--- config.mk ---
export PLATFORM = sky130hd
export DESIGN_NAME = idle_wake_ctrl
export DESIGN_NICKNAME = d
export VERILOG_FILES = /design/src/common/idle_wake_pkg.sv /design/src/logic/idle_wake_ctrl.sv
export VERILOG_INCLUDE_DIRS = /design/src /design/src/common
export SDC_FILE = /design/constraint.sdc
export NUM_CORES = 1
export LEC_CHECK = 0
export BUFFER_PORTS_ARGS = -buffer_cell sky130_fd_sc_hd__clkbuf_2
export CAP_MARGIN = 20
export CORE_ASPECT_RATIO = 1.25
export CORE_MARGIN = 4
export CORE_UTILIZATION = 44
export CTS_CLUSTER_DIAMETER = 120
export DETAILED_ROUTE_END_ITERATION = 8
export GPL_ROUTABILITY_DRIVEN = 0
export PLACE_DENSITY = 0.86
export RECOVER_POWER = 100
export SETUP_SLACK_MARGIN = 0.1
export SYNTH_ARGS = -nofsm -noshare
export SYNTH_HDL_FRONTEND = slang
export SYNTH_SLANG_ARGS = --single-unit
--- constraint.sdc ---
create_clock -name sys_clk_i -period 3.16 [get_ports sys_clk_i]
set_input_delay 0.79 -clock sys_clk_i [delete_from_list [all_inputs] [get_ports sys_clk_i]]
set_output_delay 0.79 -clock sys_clk_i [all_outputs]
set_load 0.005 [all_outputs]
--- src/common/idle_wake_defines.svh ---
`ifndef IDLE_WAKE_DEFINES_SVH
`define IDLE_WAKE_DEFINES_SVH

// Register-file offsets
`define IDLE_WAKE_ENABLE_ADDR 8'hC6
`define STATUS_WORD_ADDR      8'hD0

// Wake enable fields
`define WAKE_ON_EXT_IRQ_ZERO_BIT 0
`define WAKE_ON_EXT_IRQ_ONE_BIT  1
`define WAKE_ON_WATCHDOG_BIT     2
`define WAKE_ENABLE_WIDTH        3
`define WAKE_ENABLE_RESET        3'h0

// Bank select field of the status word
`define BANK_SEL_LSB   3
`define BANK_SEL_MSB   4
`define BANK_SEL_RESET 2'h0

`endif

--- src/common/idle_wake_pkg.sv ---
package idle_wake_pkg;

  typedef enum logic
  {
    CORE_RUN,
    CORE_IDLE
  } core_state_t;

  typedef logic [7:0]  sfr_byte_t;
  typedef logic [15:0] code_addr_t;
  typedef logic [1:0]  bank_sel_t;

endpackage : idle_wake_pkg

--- src/logic/idle_wake_ctrl.sv ---
// Functional notes
// - Idle core woken by aux and optional sources
// - Wake enable bit 2 gates watchdog wake
// - Wake enable bit 1 gates external irq one
// - Wake enable bit 0 gates external irq zero
// - Enabled source in idle resumes the core
// - Disabled source never ends idle mode
// - Only interrupt return ends interrupt service
// - Interrupt return address taken from stack top
// - Working register zero maps per selected bank
// - Bank zero selected by default
// - Aux enable gates aux irq without global enable
`timescale 1ns/1ps
`include "idle_wake_defines.svh"

module idle_wake_ctrl
  import idle_wake_pkg::*;
(
  input  wire logic       sys_clk_i,
  input  wire logic       resetn_i,
  input  wire logic [7:0] sfr_addr_i,
  input  wire logic       sfr_wr_i,
  input  wire logic [7:0] sfr_wdata_i,
  output logic      [7:0] sfr_rdata_o,
  input  wire logic       idle_enter_i,
  input  wire logic       wdt_irq_i,
  input  wire logic       ext_irq_one_i,
  input  wire logic       ext_irq_zero_i,
  input  wire logic       aux_irq_i,
  input  wire logic       aux_irq_enable_i,
  input  wire logic       global_irq_enable_i,
  output logic            idle_o,
  output logic            wake_o,
  input  wire logic       irq_accept_i,
  input  wire logic       return_from_interrupt_i,
  input  wire logic       plain_return_i,
  input  wire logic [15:0] stack_top_i,
  output logic            in_service_o,
  output logic            pc_load_o,
  output logic     [15:0] ret_addr_o,
  input  wire logic [2:0] reg_index_i,
  output logic      [7:0] working_reg_addr_o
);

  logic [`WAKE_ENABLE_WIDTH-1:0] wake_en_q;
  bank_sel_t                     bank_q;
  core_state_t                   state_q;
  logic                          aux_wake;
  logic                          wake_cause;
  logic                          wake_en_wr;

  assign wake_en_wr = sfr_wr_i && (sfr_addr_i == `IDLE_WAKE_ENABLE_ADDR);

  // Wake enable register
  always_ff @(posedge sys_clk_i or negedge resetn_i)
  begin
    if (!resetn_i)
      wake_en_q <= `WAKE_ENABLE_RESET;
    else if (wake_en_wr)
      wake_en_q <= sfr_wdata_i[`WAKE_ENABLE_WIDTH-1:0];
  end

  // Register readback, unused bits read zero
  always_ff @(posedge sys_clk_i or negedge resetn_i)
  begin
    if (!resetn_i)
      sfr_rdata_o <= 8'h00;
    else if (sfr_addr_i == `IDLE_WAKE_ENABLE_ADDR)
      sfr_rdata_o <= {5'h00, wake_en_q};
    else if (sfr_addr_i == `STATUS_WORD_ADDR)
      sfr_rdata_o <= {3'h0, bank_q, 3'h0};
    else
      sfr_rdata_o <= 8'h00;
  end

  // Aux irq uses its own enable only
  assign aux_wake = aux_irq_i && aux_irq_enable_i;

  // Wake sources
  assign wake_cause = aux_wake
    || (wake_en_q[`WAKE_ON_WATCHDOG_BIT] && wdt_irq_i)
    || (wake_en_q[`WAKE_ON_EXT_IRQ_ONE_BIT] && ext_irq_one_i)
    || (wake_en_q[`WAKE_ON_EXT_IRQ_ZERO_BIT] && ext_irq_zero_i);

  // Idle state
  always_ff @(posedge sys_clk_i or negedge resetn_i)
  begin
    if (!resetn_i)
      state_q <= CORE_RUN;
    else
    begin
      unique case (state_q)
        CORE_RUN:
          if (idle_enter_i)
            state_q <= CORE_IDLE;
        CORE_IDLE:
          if (wake_cause)
            state_q <= CORE_RUN;
      endcase
    end
  end

  always_ff @(posedge sys_clk_i or negedge resetn_i)
  begin
    if (!resetn_i)
      idle_o <= 1'b0;
    else
      idle_o <= (state_q == CORE_IDLE) ? !wake_cause : idle_enter_i;
  end

  always_ff @(posedge sys_clk_i or negedge resetn_i)
  begin
    if (!resetn_i)
      wake_o <= 1'b0;
    else
      wake_o <= (state_q == CORE_IDLE) && wake_cause;
  end

  // In-service flag, accept wins over return
  always_ff @(posedge sys_clk_i or negedge resetn_i)
  begin
    if (!resetn_i)
      in_service_o <= 1'b0;
    else if (irq_accept_i)
      in_service_o <= 1'b1;
    else if (return_from_interrupt_i)
      in_service_o <= 1'b0;
  end

  // Return address from stack top
  always_ff @(posedge sys_clk_i or negedge resetn_i)
  begin
    if (!resetn_i)
    begin
      pc_load_o  <= 1'b0;
      ret_addr_o <= 16'h0000;
    end
    else
    begin
      pc_load_o <= return_from_interrupt_i || plain_return_i;
      if (return_from_interrupt_i || plain_return_i)
        ret_addr_o <= stack_top_i;
    end
  end

  // Register bank select
  always_ff @(posedge sys_clk_i or negedge resetn_i)
  begin
    if (!resetn_i)
      bank_q <= `BANK_SEL_RESET;
    else if (sfr_wr_i && (sfr_addr_i == `STATUS_WORD_ADDR))
      bank_q <= sfr_wdata_i[`BANK_SEL_MSB:`BANK_SEL_LSB];
  end

  // Working register address
  always_ff @(posedge sys_clk_i or negedge resetn_i)
  begin
    if (!resetn_i)
      working_reg_addr_o <= 8'h00;
    else
      working_reg_addr_o <= {3'h0, bank_q, reg_index_i};
  end
endmodule : idle_wake_ctrl

* Yosys cells after proc, flatten, opt, wreduce, memory -nomap -nowiden
Index checks and enable logic that the tools add are counted.
** Cells by class
- Multiplexer cells :: 8
- Reduce and logical (&&, ||, !) cells :: 13
- Bitwise gates (word level) :: 1
- Equality and inequality tests :: 2
** Operator list (number)
- $eq 8x8->1 const B :: 2
- $mux 8 :: 1
- $logic_and 1x1->1 :: 7
- $mux 1 :: 5
- $mux 5 :: 1
- $logic_or 1x1->1 :: 4
- $pmux 1 s2 :: 1
- $reduce_bool 2->1 :: 1
- $logic_not 1->1 :: 1
- $not 1->1 :: 1
** Word-level totals
- Bits in registers :: 39
- Input bits :: 48
- Output and inout bits :: 36

* Depth between registers and ports, before layout
Gate-level depths: netlist of run 1.
- Word-level depth :: 6
- Mapped depth :: 3
- Depth with buffers taken out :: 3

* Worst setup path after synthesis of run 1
Ideal clock, no wire load.
- Path kind :: in2reg
- From :: in sfr_addr_i[1]
- To :: reg bank_q[0]
- Slack :: 1227 ps
- Stages on the path :: 3
- Arrival :: 1808 ps
- Data required time :: 3035 ps
- Path through :: or2_1 -> or4_4 -> mux2_4
** Between the ends
- Word-level cells in the longest chain between the ends :: 2
** Ends and longest elaborated chain
- from (decl) :: RTL line idle_wake_ctrl.sv:21 : input wire logic [7:0] sfr_addr_i,
- $eq 8x8->1 (no source line)
- $logic_and 1x1->1 :: RTL line idle_wake_ctrl.sv:151 : else if (sfr_wr_i && (sfr_addr_i == `STATUS_WORD_ADDR))
- to (signal assigned) :: RTL line idle_wake_ctrl.sv:150 : bank_q <= `BANK_SEL_RESET;
- to (signal assigned) :: RTL line idle_wake_ctrl.sv:152 : bank_q <= sfr_wdata_i[`BANK_SEL_MSB:`BANK_SEL_LSB];
- to (decl) :: RTL line idle_wake_ctrl.sv:46 : bank_sel_t bank_q;
Every way passes these cells.
A chain may end at the register's enable or synchronous reset.

==> parameters.txt, run 1 <==
Parameter                              Value

Worst setup path
  Critical-path maximum fanout ... 35
  Crit-path max cell delay ... 1.23 ns
  Worst-case register-to-register setup slack ... 2.04 ns
  Category of the critical setup timing path ... primary input to asynchronous set/reset pin
  Cell Chain, Critical Path ... clkbuf_1
  Nature of the critical path endpoint ... asynchronous set/reset pin
  Worst r2r src ... wake_en_q[2]$_DFFE_PN0P_
  R2R Path End ... idle_o$_DFF_PN0_
  Bufs and invs on worst path ... 1
  Worst reg2reg path depth ... 3
  Slowest cell on crit path ... sky130_fd_sc_hd__clkbuf_1
  Startpoint Class ... primary input
  CP top delay family ... buffers and inverters
  Required @ worst endpoint ... 3.27 ns
  Arrival time at the worst endpoint ... 2.03 ns

Routing
  Highest routing layer actually used ... met4
  Wire length after detailed routing ... 2.59 mm
  Count of unresolved DRC violations after routing ... 0
  Number of vias in the routed layout ... 936
  Count of routing violations after the opening detailed-route iteration ... 26
  Remaining number of nets flagged by the antenna check after routing ... 0
  Wire length on met2 ... 1.16 mm
  Routed wire length on met3 ... 374 um
  Average vias per placed instance ... 4.63
  Metal-1 WL ... 1.00 mm
  Drt first pass iters ... 4
  Wire per inst ... 12.8 um

Layout
  Filler Cells Inserted ... 266
  Fin nets ... 213
  Total inserted antenna cells ... 0
  Layout Area Growth over Synthesis ... 30.2%
  Fin area ... 1720 um2
  Share of final-layout standard cells stronger than drive strength 1 ... 48.2%
  Total area of sequential cells ... 876 um2
  Area of combinational cells with multiple inputs ... 398 um2
  Number of non-filler instances in the completed layout ... 202

Timing
  Setup-violating endpoint count in the final report ... 0
  Final setup margin ... 1.24 ns
  Worst slew pin tran ... 1.74 ns
  Final critical-path required period ... 1.92 ns
  Max-slew violations ... 36
  Fin. Hold Viols ... 0
  Relative slew slack ... -15.9%
  Worst hold margin ... 0.417 ns
  Highest achievable clock rate ... 521 MHz
  Post-route fraction of the period consumed by the critical path ... 60.8%
  Setup tns final ... 0 ns
  Setup repair after global routing missed its margin ... false
  Clock skew ... 0.00382 ns

Pwr
  Combinational share of power ... 12.1%
  Clk network pwr share ... 26.9%
  Pint ... 616 uW
  Switching power of the nets ... 182 uW
  Leakage power summed over all cells ... 0.874 nW
  Highest ir drop seen on vdd ... 0.279 mV
  Power per unit of standard cell area ... 463 nW/um2
  Fraction of power spent switching nets ... 22.8%
  Power share of the sequential group ... 61.1%

Worst hold path
  Type of the tightest min-delay check ... flop to flop
  Beginning of the worst hold path ... bank_q[1]$_DFFE_PN0P_
  Number of cells on the worst hold path ... 0
  Endpoint of the worst hold-timing path ... working_reg_addr_o[4]$_DFF_PN0_

Clocking
  Post-CTS clock slew at the launch and capture registers of the worst setup and hold paths ... 0.09 ns
  Post-CTS Hold Buffers ... 0
  Post-CTS Setup Inserts ... 0
  Clock sinks ... 35
  Largest buffer count on any clock path ... 2
  H-tree levels ... 2
  Buffer type at the clock tree root ... sky130_fd_sc_hd__clkbuf_4
  Skew-Pair Late Insertion Delay ... 0.32 ns
  CTS buffer count ... 5
  Number of gates given a new drive strength after cts ... 0
  CTS tree ... done

GRT
  Total global-route track usage ... 13.9%
  Maximum number of pins on one net before global-route repair ... 36
  Antenna violations before repair ... 0
  Total overflow reported by the global router ... 0
  Wire length of the first global-routing pass ... 4.19 mm
  Vias in the first global route ... 942

Die
  Placeable core region ... 2920 um2
  X dimension of the die ... 57.1 um
  Total die area ... 3960 um2
  Count of pins on the block boundary ... 84
  Std-Cell Rows ... 22
  Die Y-Extent ... 69.3 um
  Starting utilization of the core area ... 45.4%

Placed design
  Count of port buffers added during placement ... 73
  Pre-CTS worst setup slack ... 1.11 ns
  Dpl hpwl ... 2.15 mm
  Total placed instance area ... 1710 um2
  Inst Count DP ... 194

Synth
  Flops & latches, synth ... 35
  Fraction of synthesized cell area taken by the top area cell type ... 66.2%
  EDFF count, synth ... 0
  Flip-flop cell with the highest count after synthesis ... sky130_fd_sc_hd__dfrtp_1
  Dominant cell by count in the synthesized netlist ... sky130_fd_sc_hd__dfrtp_1
  Commonest cells in the synthesized netlist ... sky130_fd_sc_hd__dfrtp_1, sky130_fd_sc_hd__mux2_2, sky130_fd_sc_hd__buf_4, sky130_fd_sc_hd__and2_1, sky130_fd_sc_hd__inv_1
  Post-synthesis instance area ... 1320 um2
  Count of synthesis-stage warnings from yosys ... 0
  Per-instance average area after synthesis ... 15.4 um2
  Fraction of synthesis flops using an asynchronous set or reset pin ... 100%
  Number of instances in the synthesized netlist ... 86
  Library cell occupying the most area in the post-synthesis netlist ... sky130_fd_sc_hd__dfrtp_1
  Library cells used by synthesis ... 19
  Fraction of the yosys area taken by sequential cells ... 66.2%
  Dominant cells by area after synthesis ... sky130_fd_sc_hd__dfrtp_1, sky130_fd_sc_hd__mux2_2, sky130_fd_sc_hd__buf_4, sky130_fd_sc_hd__and2_1, sky130_fd_sc_hd__mux2_4

Outcome
  Violations in the final reports ... max-capacitance violations, max-slew violations
  Result of the run ... finished, violations left

Job
  Max capacitance violation total ... 1
-- metal layers --
layer  track usage (%)  up-vias
met5                 0        -
met4              6.96        0
met3              5.96        8
met2              21.6       66
li1                  -      442
met1              16.2      420
-- cells in the final DEF, fill, tap and decap left out, types with 2 or more instances in the layout --
cell type	instances
sky130_fd_sc_hd__and2_0	3
sky130_fd_sc_hd__and2_1	2
sky130_fd_sc_hd__clkbuf_1	23
sky130_fd_sc_hd__clkbuf_2	53
sky130_fd_sc_hd__clkbuf_4	5
sky130_fd_sc_hd__conb_1	6
sky130_fd_sc_hd__dfrtp_1	35
sky130_fd_sc_hd__inv_1	3
sky130_fd_sc_hd__mux2_2	20
sky130_fd_sc_hd__nand4bb_1	2
sky130_fd_sc_hd__nor2_1	2
-- worst max-delay path by stage --
stage | from | end | cells past startpoint
after floorplan | sfr_addr_i[1] | bank_q[0]$_DFFE_PN0P_ | 3
after global placement | sfr_addr_i[1] | bank_q[1]$_DFFE_PN0P_ | 4
after detailed placement | sfr_addr_i[1] | bank_q[0]$_DFFE_PN0P_ | 4
after CTS | sfr_addr_i[1] | bank_q[0]$_DFFE_PN0P_ | 4
after global routing | resetn_i | working_reg_addr_o[2]$_DFF_PN0_ | 1
final | resetn_i | ret_addr_o[6]$_DFFE_PN0P_ | 1
-- sequential cells by signal, summed over array words and instances, names as in the netlist --
name	flops
sfr_rdata_o	5
wake_en_q	3
pc_load_o	1
in_service_o	1
wake_o	1
ret_addr_o	16
working_reg_addr_o	5
idle_o	1
bank_q	2
-- cell type report --
type                    instances  area share (%)
clock buffers                   7            2.61
clock inverters                 1           0.290
inverters                       3           0.653
multi-input cells              46            23.1
flip-flops and latches         35            50.8
well taps                      36            2.61
repair buffers                 74            20.0
-- cells by family (layout without fill, tap and decap cells) --
group,Yosys count,after routing,synth area share (%)
other cells,1,6,0.283
simple gates,15,15,7.75
mux,22,22,19.3
buf+inv,10,85,4.63
flops,35,35,66.2
compound gates,3,3,1.89
-- stage by stage --
step / power [mW] / utilization, %
after floorplan: 0.539 / -
after global placement: 0.594 / 58.6
after detailed placement: 0.601 / 58.6
after CTS: 0.816 / 60.3
after global routing: 0.839 / 59.1
final: 0.798 / 59.1
-- power by group through the flow --
stage | clock, mW | combinational [mW] | sequential (mW)
floorplan | 0 | 0.0407 | 0.498
global placement | 0 | 0.0995 | 0.495
detailed placement | 0 | 0.103 | 0.497
CTS | 0.224 | 0.104 | 0.488
global route | 0.239 | 0.108 | 0.491
finish | 0.215 | 0.0962 | 0.487
No activity file was read; power rests on OpenSTA's default activity.
==> run 2: changes to the inputs <==
--- a/config.mk
+++ b/config.mk
@@ -10,11 +10,11 @@
 export CAP_MARGIN = 20
 export CORE_ASPECT_RATIO = 1.25
 export CORE_MARGIN = 4
-export CORE_UTILIZATION = 44
+export CORE_UTILIZATION = 41
 export CTS_CLUSTER_DIAMETER = 120
 export DETAILED_ROUTE_END_ITERATION = 8
 export GPL_ROUTABILITY_DRIVEN = 0
-export PLACE_DENSITY = 0.86
+export PLACE_DENSITY = 0.82
 export RECOVER_POWER = 100
 export SETUP_SLACK_MARGIN = 0.1
 export SYNTH_ARGS = -nofsm -noshare
==> constraint.sdc (replaced) <==
create_clock -name sys_clk_i -period 1.95 [get_ports sys_clk_i]
set_input_delay 0.4875 -clock sys_clk_i [delete_from_list [all_inputs] [get_ports sys_clk_i]]
set_output_delay 0.4875 -clock sys_clk_i [all_outputs]
set_load 0.005 [all_outputs]
==> run 2 against run 1 <==
  * The flow now finishes without violations
  * Worst setup slack got worse by 0.80 ns
  * Utilization fell by 1.9 points
  * Flip-flop and latch count did not move
==> parameters.txt, run 2 (same netlist as run 1, synthesis figures left out) <==
Parameter                              Value

GRT
  Antenna violations before repair ... 0 (unchanged)
  Met3 track utilization from global routing ... 8.65% (+2.7 points)
  Met1 Resource Use GR ... 13.7% (-2.5 points)
  Total overflow reported by the global router ... 0 (unchanged)
  Global route hottest layer ... met2
  Wire length of the first global-routing pass ... 4.47 mm (+6.8%)
  Vias in the first global route ... 985 (+4.6%)
  Total global-route track usage ... 14.5% (+0.60 points)
  Maximum number of pins on one net before global-route repair ... 36 (unchanged)
  Fraction of met2 tracks used by global routing ... 25.2% (+3.6 points)

Clocking
  Clock sinks ... 35 (unchanged)
  Largest buffer count on any clock path ... 2 (unchanged)
  Post-CTS clock slew at the launch and capture registers of the worst setup and hold paths ... 0.10 ns (about the same)
  Buffer type at the clock tree root ... sky130_fd_sc_hd__clkbuf_4
  Post-CTS Setup Inserts ... 0 (unchanged)
  Skew-Pair Late Insertion Delay ... 0.33 ns (about the same)
  CTS buffer count ... 5 (unchanged)
  CTS tree ... done
  Post-CTS Hold Buffers ... 0 (unchanged)
  Number of gates given a new drive strength after cts ... 0 (unchanged)
  H-tree levels ... 2 (unchanged)

Routing
  Wire per inst ... 13.5 um (+4.9%)
  Count of unresolved DRC violations after routing ... 0 (unchanged)
  Drt first pass iters ... 2 (-2)
  Wire length after detailed routing ... 2.72 mm (+4.9%)
  Average vias per placed instance ... 4.49 (-3.2%)
  Count of routing violations after the opening detailed-route iteration ... 8 (-69%)
  Remaining number of nets flagged by the antenna check after routing ... 0 (unchanged)
  Number of vias in the routed layout ... 906 (-3.2%)

Worst setup path
  Nature of the critical path endpoint ... flop
  Worst-case register-to-register setup slack ... 0.82 ns (-1.22 ns)
  Required @ worst endpoint ... 2.16 ns (-1.11 ns)
  R2R Path End ... idle_o$_DFF_PN0_
  Category of the critical setup timing path ... primary input to flop
  Arrival time at the worst endpoint ... 1.72 ns (-0.31 ns)
  Startpoint Class ... primary input
  Worst r2r src ... wake_en_q[2]$_DFFE_PN0P_
  Critical-path maximum fanout ... 17 (-51%)
  Worst reg2reg path depth ... 3 (unchanged)

Die
  Std-Cell Rows ... 22 (unchanged)
  Placeable core region ... 3030 um2 (+3.8%)
  Die Y-Extent ... 71.5 um (+3.2%)
  Starting utilization of the core area ... 43.7% (-1.6 points)
  Total die area ... 4210 um2 (+6.4%)
  Count of pins on the block boundary ... 84 (unchanged)
  X dimension of the die ... 58.8 um (+3.1%)

Layout
  Total inserted antenna cells ... 0 (unchanged)
  Highest-count cells in the layout ignoring fill and taps ... sky130_fd_sc_hd__clkbuf_2, sky130_fd_sc_hd__dfrtp_1, sky130_fd_sc_hd__mux2_2
  Fin nets ... 213 (unchanged)
  Largest registers ... ret_addr_o (16), sfr_rdata_o (5), working_reg_addr_o (5)
  Layout Area Growth over Synthesis ... 30.8%
  Leading cell type in the layout, fill and taps excluded ... sky130_fd_sc_hd__clkbuf_2
  Number of flip-flops under the largest register name ... 16 (unchanged)
  Register with the most flip-flops ... ret_addr_o
  Share of final-layout standard cells stronger than drive strength 1 ... 50.6% (+2.4 points)
  Fin area ... 1730 um2 (+0.44%)

Placed design
  Dpl hpwl ... 2.24 mm (+3.8%)
  Total placed instance area ... 1710 um2 (unchanged)
  Count of port buffers added during placement ... 73 (unchanged)

Pwr
  Leakage power summed over all cells ... 0.879 nW (+0.64%)
  Power Total ... 1.32 mW (+65%)
  Power per unit of standard cell area ... 760 nW/um2 (+64%)
  Highest ir drop seen on vdd ... 0.632 mV (+130%)

Timing
  Relative slew slack ... 43.1% (+59 points)
  Setup repair after global routing missed its margin ... false
  Post-route fraction of the period consumed by the critical path ... 77.5%
  Setup-violating endpoint count in the final report ... 0 (unchanged)
  Fin. Hold Viols ... 0 (unchanged)
  Worst slew pin tran ... 0.854 ns (-0.885 ns)
  Setup tns final ... 0 ns (unchanged)
  Clock skew ... 0.00499 ns (+0.00117 ns)
  Final critical-path required period ... 1.51 ns
  Highest achievable clock rate ... 662 MHz
  Max-slew violations ... 0 (-100%)

Job
  Max capacitance violation total ... 0 (-1)

Worst hold path
  Type of the tightest min-delay check ... primary input to asynchronous set/reset pin

Outcome
  Result of the run ... finished, final reports clean
run 2: changes by cell type in the layout (fill, tap and decap cells not counted):
cell,change
sky130_fd_sc_hd__clkinvlp_4,+1
sky130_fd_sc_hd__clkbuf_2,+3
sky130_fd_sc_hd__and2_1,-2
sky130_fd_sc_hd__and2_0,+2
sky130_fd_sc_hd__clkbuf_1,-4
run 2: layer usage:
metal,up-vias,routed length [um],part of all wire [%]
met2,47,1470,54
met1,415,893,33
met5,-,0,0
met3,5,321,12
met4,0,38,1.4
li1,439,-,-
run 2: where the power goes:
part	switching (mW)	internal [mW]	leakage (nW)	total, mW
logic	0.0680	0.0900	0.418	0.158
registers	0.0209	0.769	0.433	0.790
clock network	0.230	0.139	0.0282	0.369
run 2: area by class of cell:
cell class	instances	area, um2
multi-input cells	46	398
clock buffers	6	41.3
well taps	36	45.0
repair buffers	74	348
inverters	3	11.3
flip-flops and latches	35	876
fillers	278	1300
clock inverters	2	12.5
run 2: stage by stage:
step | util [%] | instances | worst slack [ns] | hold WS (ns)
after floorplan | - | 91 | 0.320 | 0.192
after global placement | 56.5 | 194 | 0.217 | 0.394
after detailed placement | 56.5 | 194 | 0.194 | 0.391
after CTS | 58.3 | 202 | 0.564 | 0.239
after global routing | 57.2 | 202 | 0.275 | 0.215
final | 57.2 | 202 | 0.439 | 0.246
run 2: worst max-delay path by stage:
stage	start	to	depth (start not counted)
2_1_floorplan	sfr_addr_i[1]	bank_q[0]$_DFFE_PN0P_	3
3_3_place_gp	sfr_addr_i[1]	bank_q[1]$_DFFE_PN0P_	4
3_5_place_dp	sfr_addr_i[1]	bank_q[1]$_DFFE_PN0P_	4
4_1_cts	sfr_addr_i[1]	bank_q[1]$_DFFE_PN0P_	4
5_1_grt	plain_return_i	ret_addr_o[9]$_DFFE_PN0P_	4
6_report	plain_return_i	ret_addr_o[9]$_DFFE_PN0P_	4
run 2: critical path: stages:
cell                       delay (ns)
sky130_fd_sc_hd__clkbuf_2        0.08
sky130_fd_sc_hd__nor2_1          0.08
sky130_fd_sc_hd__clkbuf_1        0.65
sky130_fd_sc_hd__mux2_2          0.42
==> run 3: changes to the inputs <==
--- a/config.mk
+++ b/config.mk
@@ -6,11 +6,12 @@
 export SDC_FILE = /design/constraint.sdc
 export NUM_CORES = 1
 export LEC_CHECK = 0
+export ABC_AREA = 1
 export BUFFER_PORTS_ARGS = -buffer_cell sky130_fd_sc_hd__clkbuf_2
 export CAP_MARGIN = 20
 export CORE_ASPECT_RATIO = 1.25
 export CORE_MARGIN = 4
-export CORE_UTILIZATION = 41
+export CORE_UTILIZATION = 42
 export CTS_CLUSTER_DIAMETER = 120
 export DETAILED_ROUTE_END_ITERATION = 8
 export GPL_ROUTABILITY_DRIVEN = 0
==> constraint.sdc (replaced) <==
create_clock -name sys_clk_i -period 1.5 [get_ports sys_clk_i]
set_input_delay 0.375 -clock sys_clk_i [delete_from_list [all_inputs] [get_ports sys_clk_i]]
set_output_delay 0.375 -clock sys_clk_i [all_outputs]
set_load 0.005 [all_outputs]
==> run 3 against run 2 <==
  * Non-clock buffer count grew 1
  * Highest routed layer unchanged
  * Combinational power grew 35%
  * Design area increased by 4.8%
  * Register-to-register slack got worse by 0.17 ns
  * Worst setup slack worse by 0.092 ns
  * Largest cell class unchanged
  * Count of clock-buffer cells in the layout unchanged
==> parameters.txt, run 3 <==
Parameter                              Value

Outcome
  Result of the run ... finished, final reports clean

Die
  X dimension of the die ... 59.4 um (+0.93%)
  Total die area ... 4290 um2 (+1.9%)
  Std-Cell Rows ... 23 (+4.5%)
  Count of pins on the block boundary ... 84 (unchanged)
  Placeable core region ... 3190 um2 (+5.5%)
  Starting utilization of the core area ... 43.4% (-0.36 points)
  Die Y-Extent ... 72.2 um (+0.94%)

Clocking
  CTS tree ... done
  CTS buffer count ... 5 (unchanged)
  Skew-Pair Late Insertion Delay ... 0.27 ns (-0.06 ns)
  Buffer type at the clock tree root ... sky130_fd_sc_hd__clkbuf_8
  Post-CTS Setup Inserts ... 0 (unchanged)
  Post-CTS Hold Buffers ... 0 (unchanged)
  Number of gates given a new drive strength after cts ... 0 (unchanged)
  Post-CTS clock slew at the launch and capture registers of the worst setup and hold paths ... 0.06 ns (-0.04 ns)
  Largest buffer count on any clock path ... 2 (unchanged)
  H-tree levels ... 2 (unchanged)
  Clock sinks ... 35 (unchanged)

Routing
  Wire length after detailed routing ... 2.71 mm (-0.33%)
  Count of routing violations after the opening detailed-route iteration ... 34 (+26)
  Wire per inst ... 10.1 um (-25%)
  Remaining number of nets flagged by the antenna check after routing ... 0 (unchanged)
  Number of vias in the routed layout ... 1166 (+29%)
  Average vias per placed instance ... 4.37 (-2.6%)
  Count of unresolved DRC violations after routing ... 0 (unchanged)
  Drt first pass iters ... 4 (+2)

Synth
  Fraction of the yosys area taken by sequential cells ... 63.2% (-2.9 points)
  Dominant cell by count in the synthesized netlist ... sky130_fd_sc_hd__nand2_1
  Flip-flop cell with the highest count after synthesis ... sky130_fd_sc_hd__dfrtp_1
  Library cells used by synthesis ... 15 (-4)
  Dominant cells by area after synthesis ... sky130_fd_sc_hd__dfrtp_1, sky130_fd_sc_hd__nand2_1, sky130_fd_sc_hd__buf_4, sky130_fd_sc_hd__inv_1, sky130_fd_sc_hd__nor2_1
  Post-synthesis instance area ... 1390 um2 (+4.6%)
  Number of instances in the synthesized netlist ... 152 (+77%)
  Flops & latches, synth ... 35 (unchanged)
  Library cell occupying the most area in the post-synthesis netlist ... sky130_fd_sc_hd__dfrtp_1
  Commonest cells in the synthesized netlist ... sky130_fd_sc_hd__nand2_1, sky130_fd_sc_hd__dfrtp_1, sky130_fd_sc_hd__inv_1, sky130_fd_sc_hd__nor2_1, sky130_fd_sc_hd__buf_4
  Count of synthesis-stage warnings from yosys ... 0 (unchanged)
  Fraction of synthesis flops using an asynchronous set or reset pin ... 100% (unchanged)
  Fraction of synthesized cell area taken by the top area cell type ... 63.2% (-2.9 points)
  Per-instance average area after synthesis ... 9.11 um2 (-41%)
  EDFF count, synth ... 0 (unchanged)

Worst setup path
  Nature of the critical path endpoint ... output pin
  CP top delay family ... flip-flops
  Startpoint Class ... flop
  Category of the critical setup timing path ... flop to output pin
  Arrival time at the worst endpoint ... 0.78 ns (-0.94 ns)
  Worst reg2reg path depth ... 4 (+1)
  Cell Chain, Critical Path ... clkbuf_2
  Critical-path maximum fanout ... 2 (-15)
  Slowest cell on crit path ... sky130_fd_sc_hd__dfrtp_1
  Bufs and invs on worst path ... 1 (-1)
  Logic depth of the worst setup path including buffers ... 1 (-3)
  Crit-path max cell delay ... 0.39 ns (-0.26 ns)
  Required @ worst endpoint ... 1.12 ns (-1.04 ns)

Pwr
  Switching power of the nets ... 418 uW (+31%)
  Fraction of power spent switching nets ... 22.9% (-1.3 points)
  Power share of the sequential group ... 56.5% (-3.5 points)
  Combinational share of power ... 11.7% (-0.3 points)
  Pint ... 1.41 mW (+41%)
  Power per unit of standard cell area ... 1010 nW/um2 (+32%)
  Highest ir drop seen on vdd ... 0.645 mV (+2.1%)
  Clk network pwr share ... 31.9% (+3.9 points)
  Leakage power summed over all cells ... 1.04 nW (+19%)

Placed design
  Dpl hpwl ... 2.23 mm (about the same)
  Pre-CTS worst setup slack ... 0.336 ns (+0.142 ns)
  Count of port buffers added during placement ... 73 (unchanged)

Timing
  Final critical-path required period ... 1.15 ns
  Setup tns final ... 0 ns (unchanged)
  Max-slew violations ... 0 (unchanged)
  Worst slew pin tran ... 0.804 ns (-0.0499 ns)
  Relative slew slack ... 46.4% (+3.3 points)
  Setup-violating endpoint count in the final report ... 0 (unchanged)
  Clock skew ... 0.000408 ns (-0.00459 ns)
  Final setup margin ... 0.347 ns (-0.0915 ns)
  Post-route fraction of the period consumed by the critical path ... 76.8%
  Setup repair after global routing missed its margin ... false
  Highest achievable clock rate ... 868 MHz
  Fin. Hold Viols ... 0 (unchanged)

GRT
  Total global-route track usage ... 13.6% (-0.90 points)
  Antenna violations before repair ... 0 (unchanged)
  Total overflow reported by the global router ... 0 (unchanged)
  Wire length of the first global-routing pass ... 4.32 mm (-3.4%)
  Maximum number of pins on one net before global-route repair ... 36 (unchanged)
  Vias in the first global route ... 1032 (+4.8%)

Layout
  Total inserted antenna cells ... 0 (unchanged)
  Total area of sequential cells ... 876 um2 (unchanged)
  Leading cell type in the layout, fill and taps excluded ... sky130_fd_sc_hd__nand2_1
  Highest-count cells in the layout ignoring fill and taps ... sky130_fd_sc_hd__nand2_1, sky130_fd_sc_hd__clkbuf_2, sky130_fd_sc_hd__dfrtp_1
  Fin nets ... 279 (+31%)
  Layout Area Growth over Synthesis ... 31.1%
  Largest registers ... ret_addr_o (16), sfr_rdata_o (5), working_reg_addr_o (5)
  Area of combinational cells with multiple inputs ... 417 um2 (+4.7%)
  Number of flip-flops under the largest register name ... 16 (unchanged)
  Filler Cells Inserted ... 323 (+16%)
  Register with the most flip-flops ... ret_addr_o
  Share of final-layout standard cells stronger than drive strength 1 ... 29.1% (-21 points)

Job
  Max capacitance violation total ... 0 (unchanged)

Worst hold path
  Type of the tightest min-delay check ... primary input to flop
  Number of cells on the worst hold path ... 1
==> run 3: worst paths after layout <==
kind,startpoint,end,slack (ns)
worst max register to register,wake_en_q[2]$_DFFE_PN0P_,idle_o$_DFF_PN0_,0.65
worst max-delay path,ret_addr_o[5]$_DFFE_PN0P_,ret_addr_o[5],0.35
worst min-delay path,reg_index_i[0],working_reg_addr_o[0]$_DFF_PN0_,0.20
max in group asynchronous,resetn_i,working_reg_addr_o[0]$_DFF_PN0_,0.73
min in group asynchronous,resetn_i,in_service_o$_DFFE_PN0P_,0.27
worst min register to register,bank_q[0]$_DFFE_PN0P_,working_reg_addr_o[3]$_DFF_PN0_,0.40
==> run 3: metal layers <==
| layer | global-route usage (%) | wire [um] |
|---|---|---|
| met5 | 0 | 0 |
| met4 | 5.29 | 43 |
| met3 | 6.58 | 316 |
| met2 | 23.3 | 1390 |
| met1 | 13.9 | 957 |
==> run 3: power by group through the flow <==
stage          sequential, mW  combinational (mW)  clock [mW]
3_3_place_gp             1.04               0.222           0
4_1_cts                  1.03               0.227       0.609
5_1_grt                  1.04               0.249       0.645
3_5_place_dp             1.05               0.227           0
6_report                 1.03               0.213       0.582
2_1_floorplan            1.05              0.0899           0
==> run 3: logic make-up after synthesis <==
family | Yosys count | synth area share [%]
AO/OA/AOI/OAI | 3 | 1.45
buffers and inverters | 20 | 7.86
flip-flops | 35 | 63.2
other | 1 | 0.271
AND/OR/NAND/NOR | 93 | 27.2
==> run 3: final cells by class <==
cell class | count | share of cell area [%]
inverters | 12 | 2.48
flip-flops and latches | 35 | 48.2
repair buffers | 75 | 19.8
multi-input cells | 102 | 22.9
clock buffers | 6 | 4.00
well taps | 37 | 2.55
==> run 3: through the flow <==
stage | utilization, % | total power [mW] | hold slack, ns | instances | instance area, um2
6_report | 56.8 | 1.83 | 0.203 | 267 | 1820
5_1_grt | 56.8 | 1.93 | 0.191 | 267 | 1820
4_1_cts | 57.6 | 1.87 | 0.138 | 267 | 1840
3_5_place_dp | 55.3 | 1.28 | 0.385 | 261 | 1770
3_3_place_gp | 55.3 | 1.27 | 0.385 | 261 | 1770
2_1_floorplan | - | 1.14 | 0.0794 | 157 | 1400
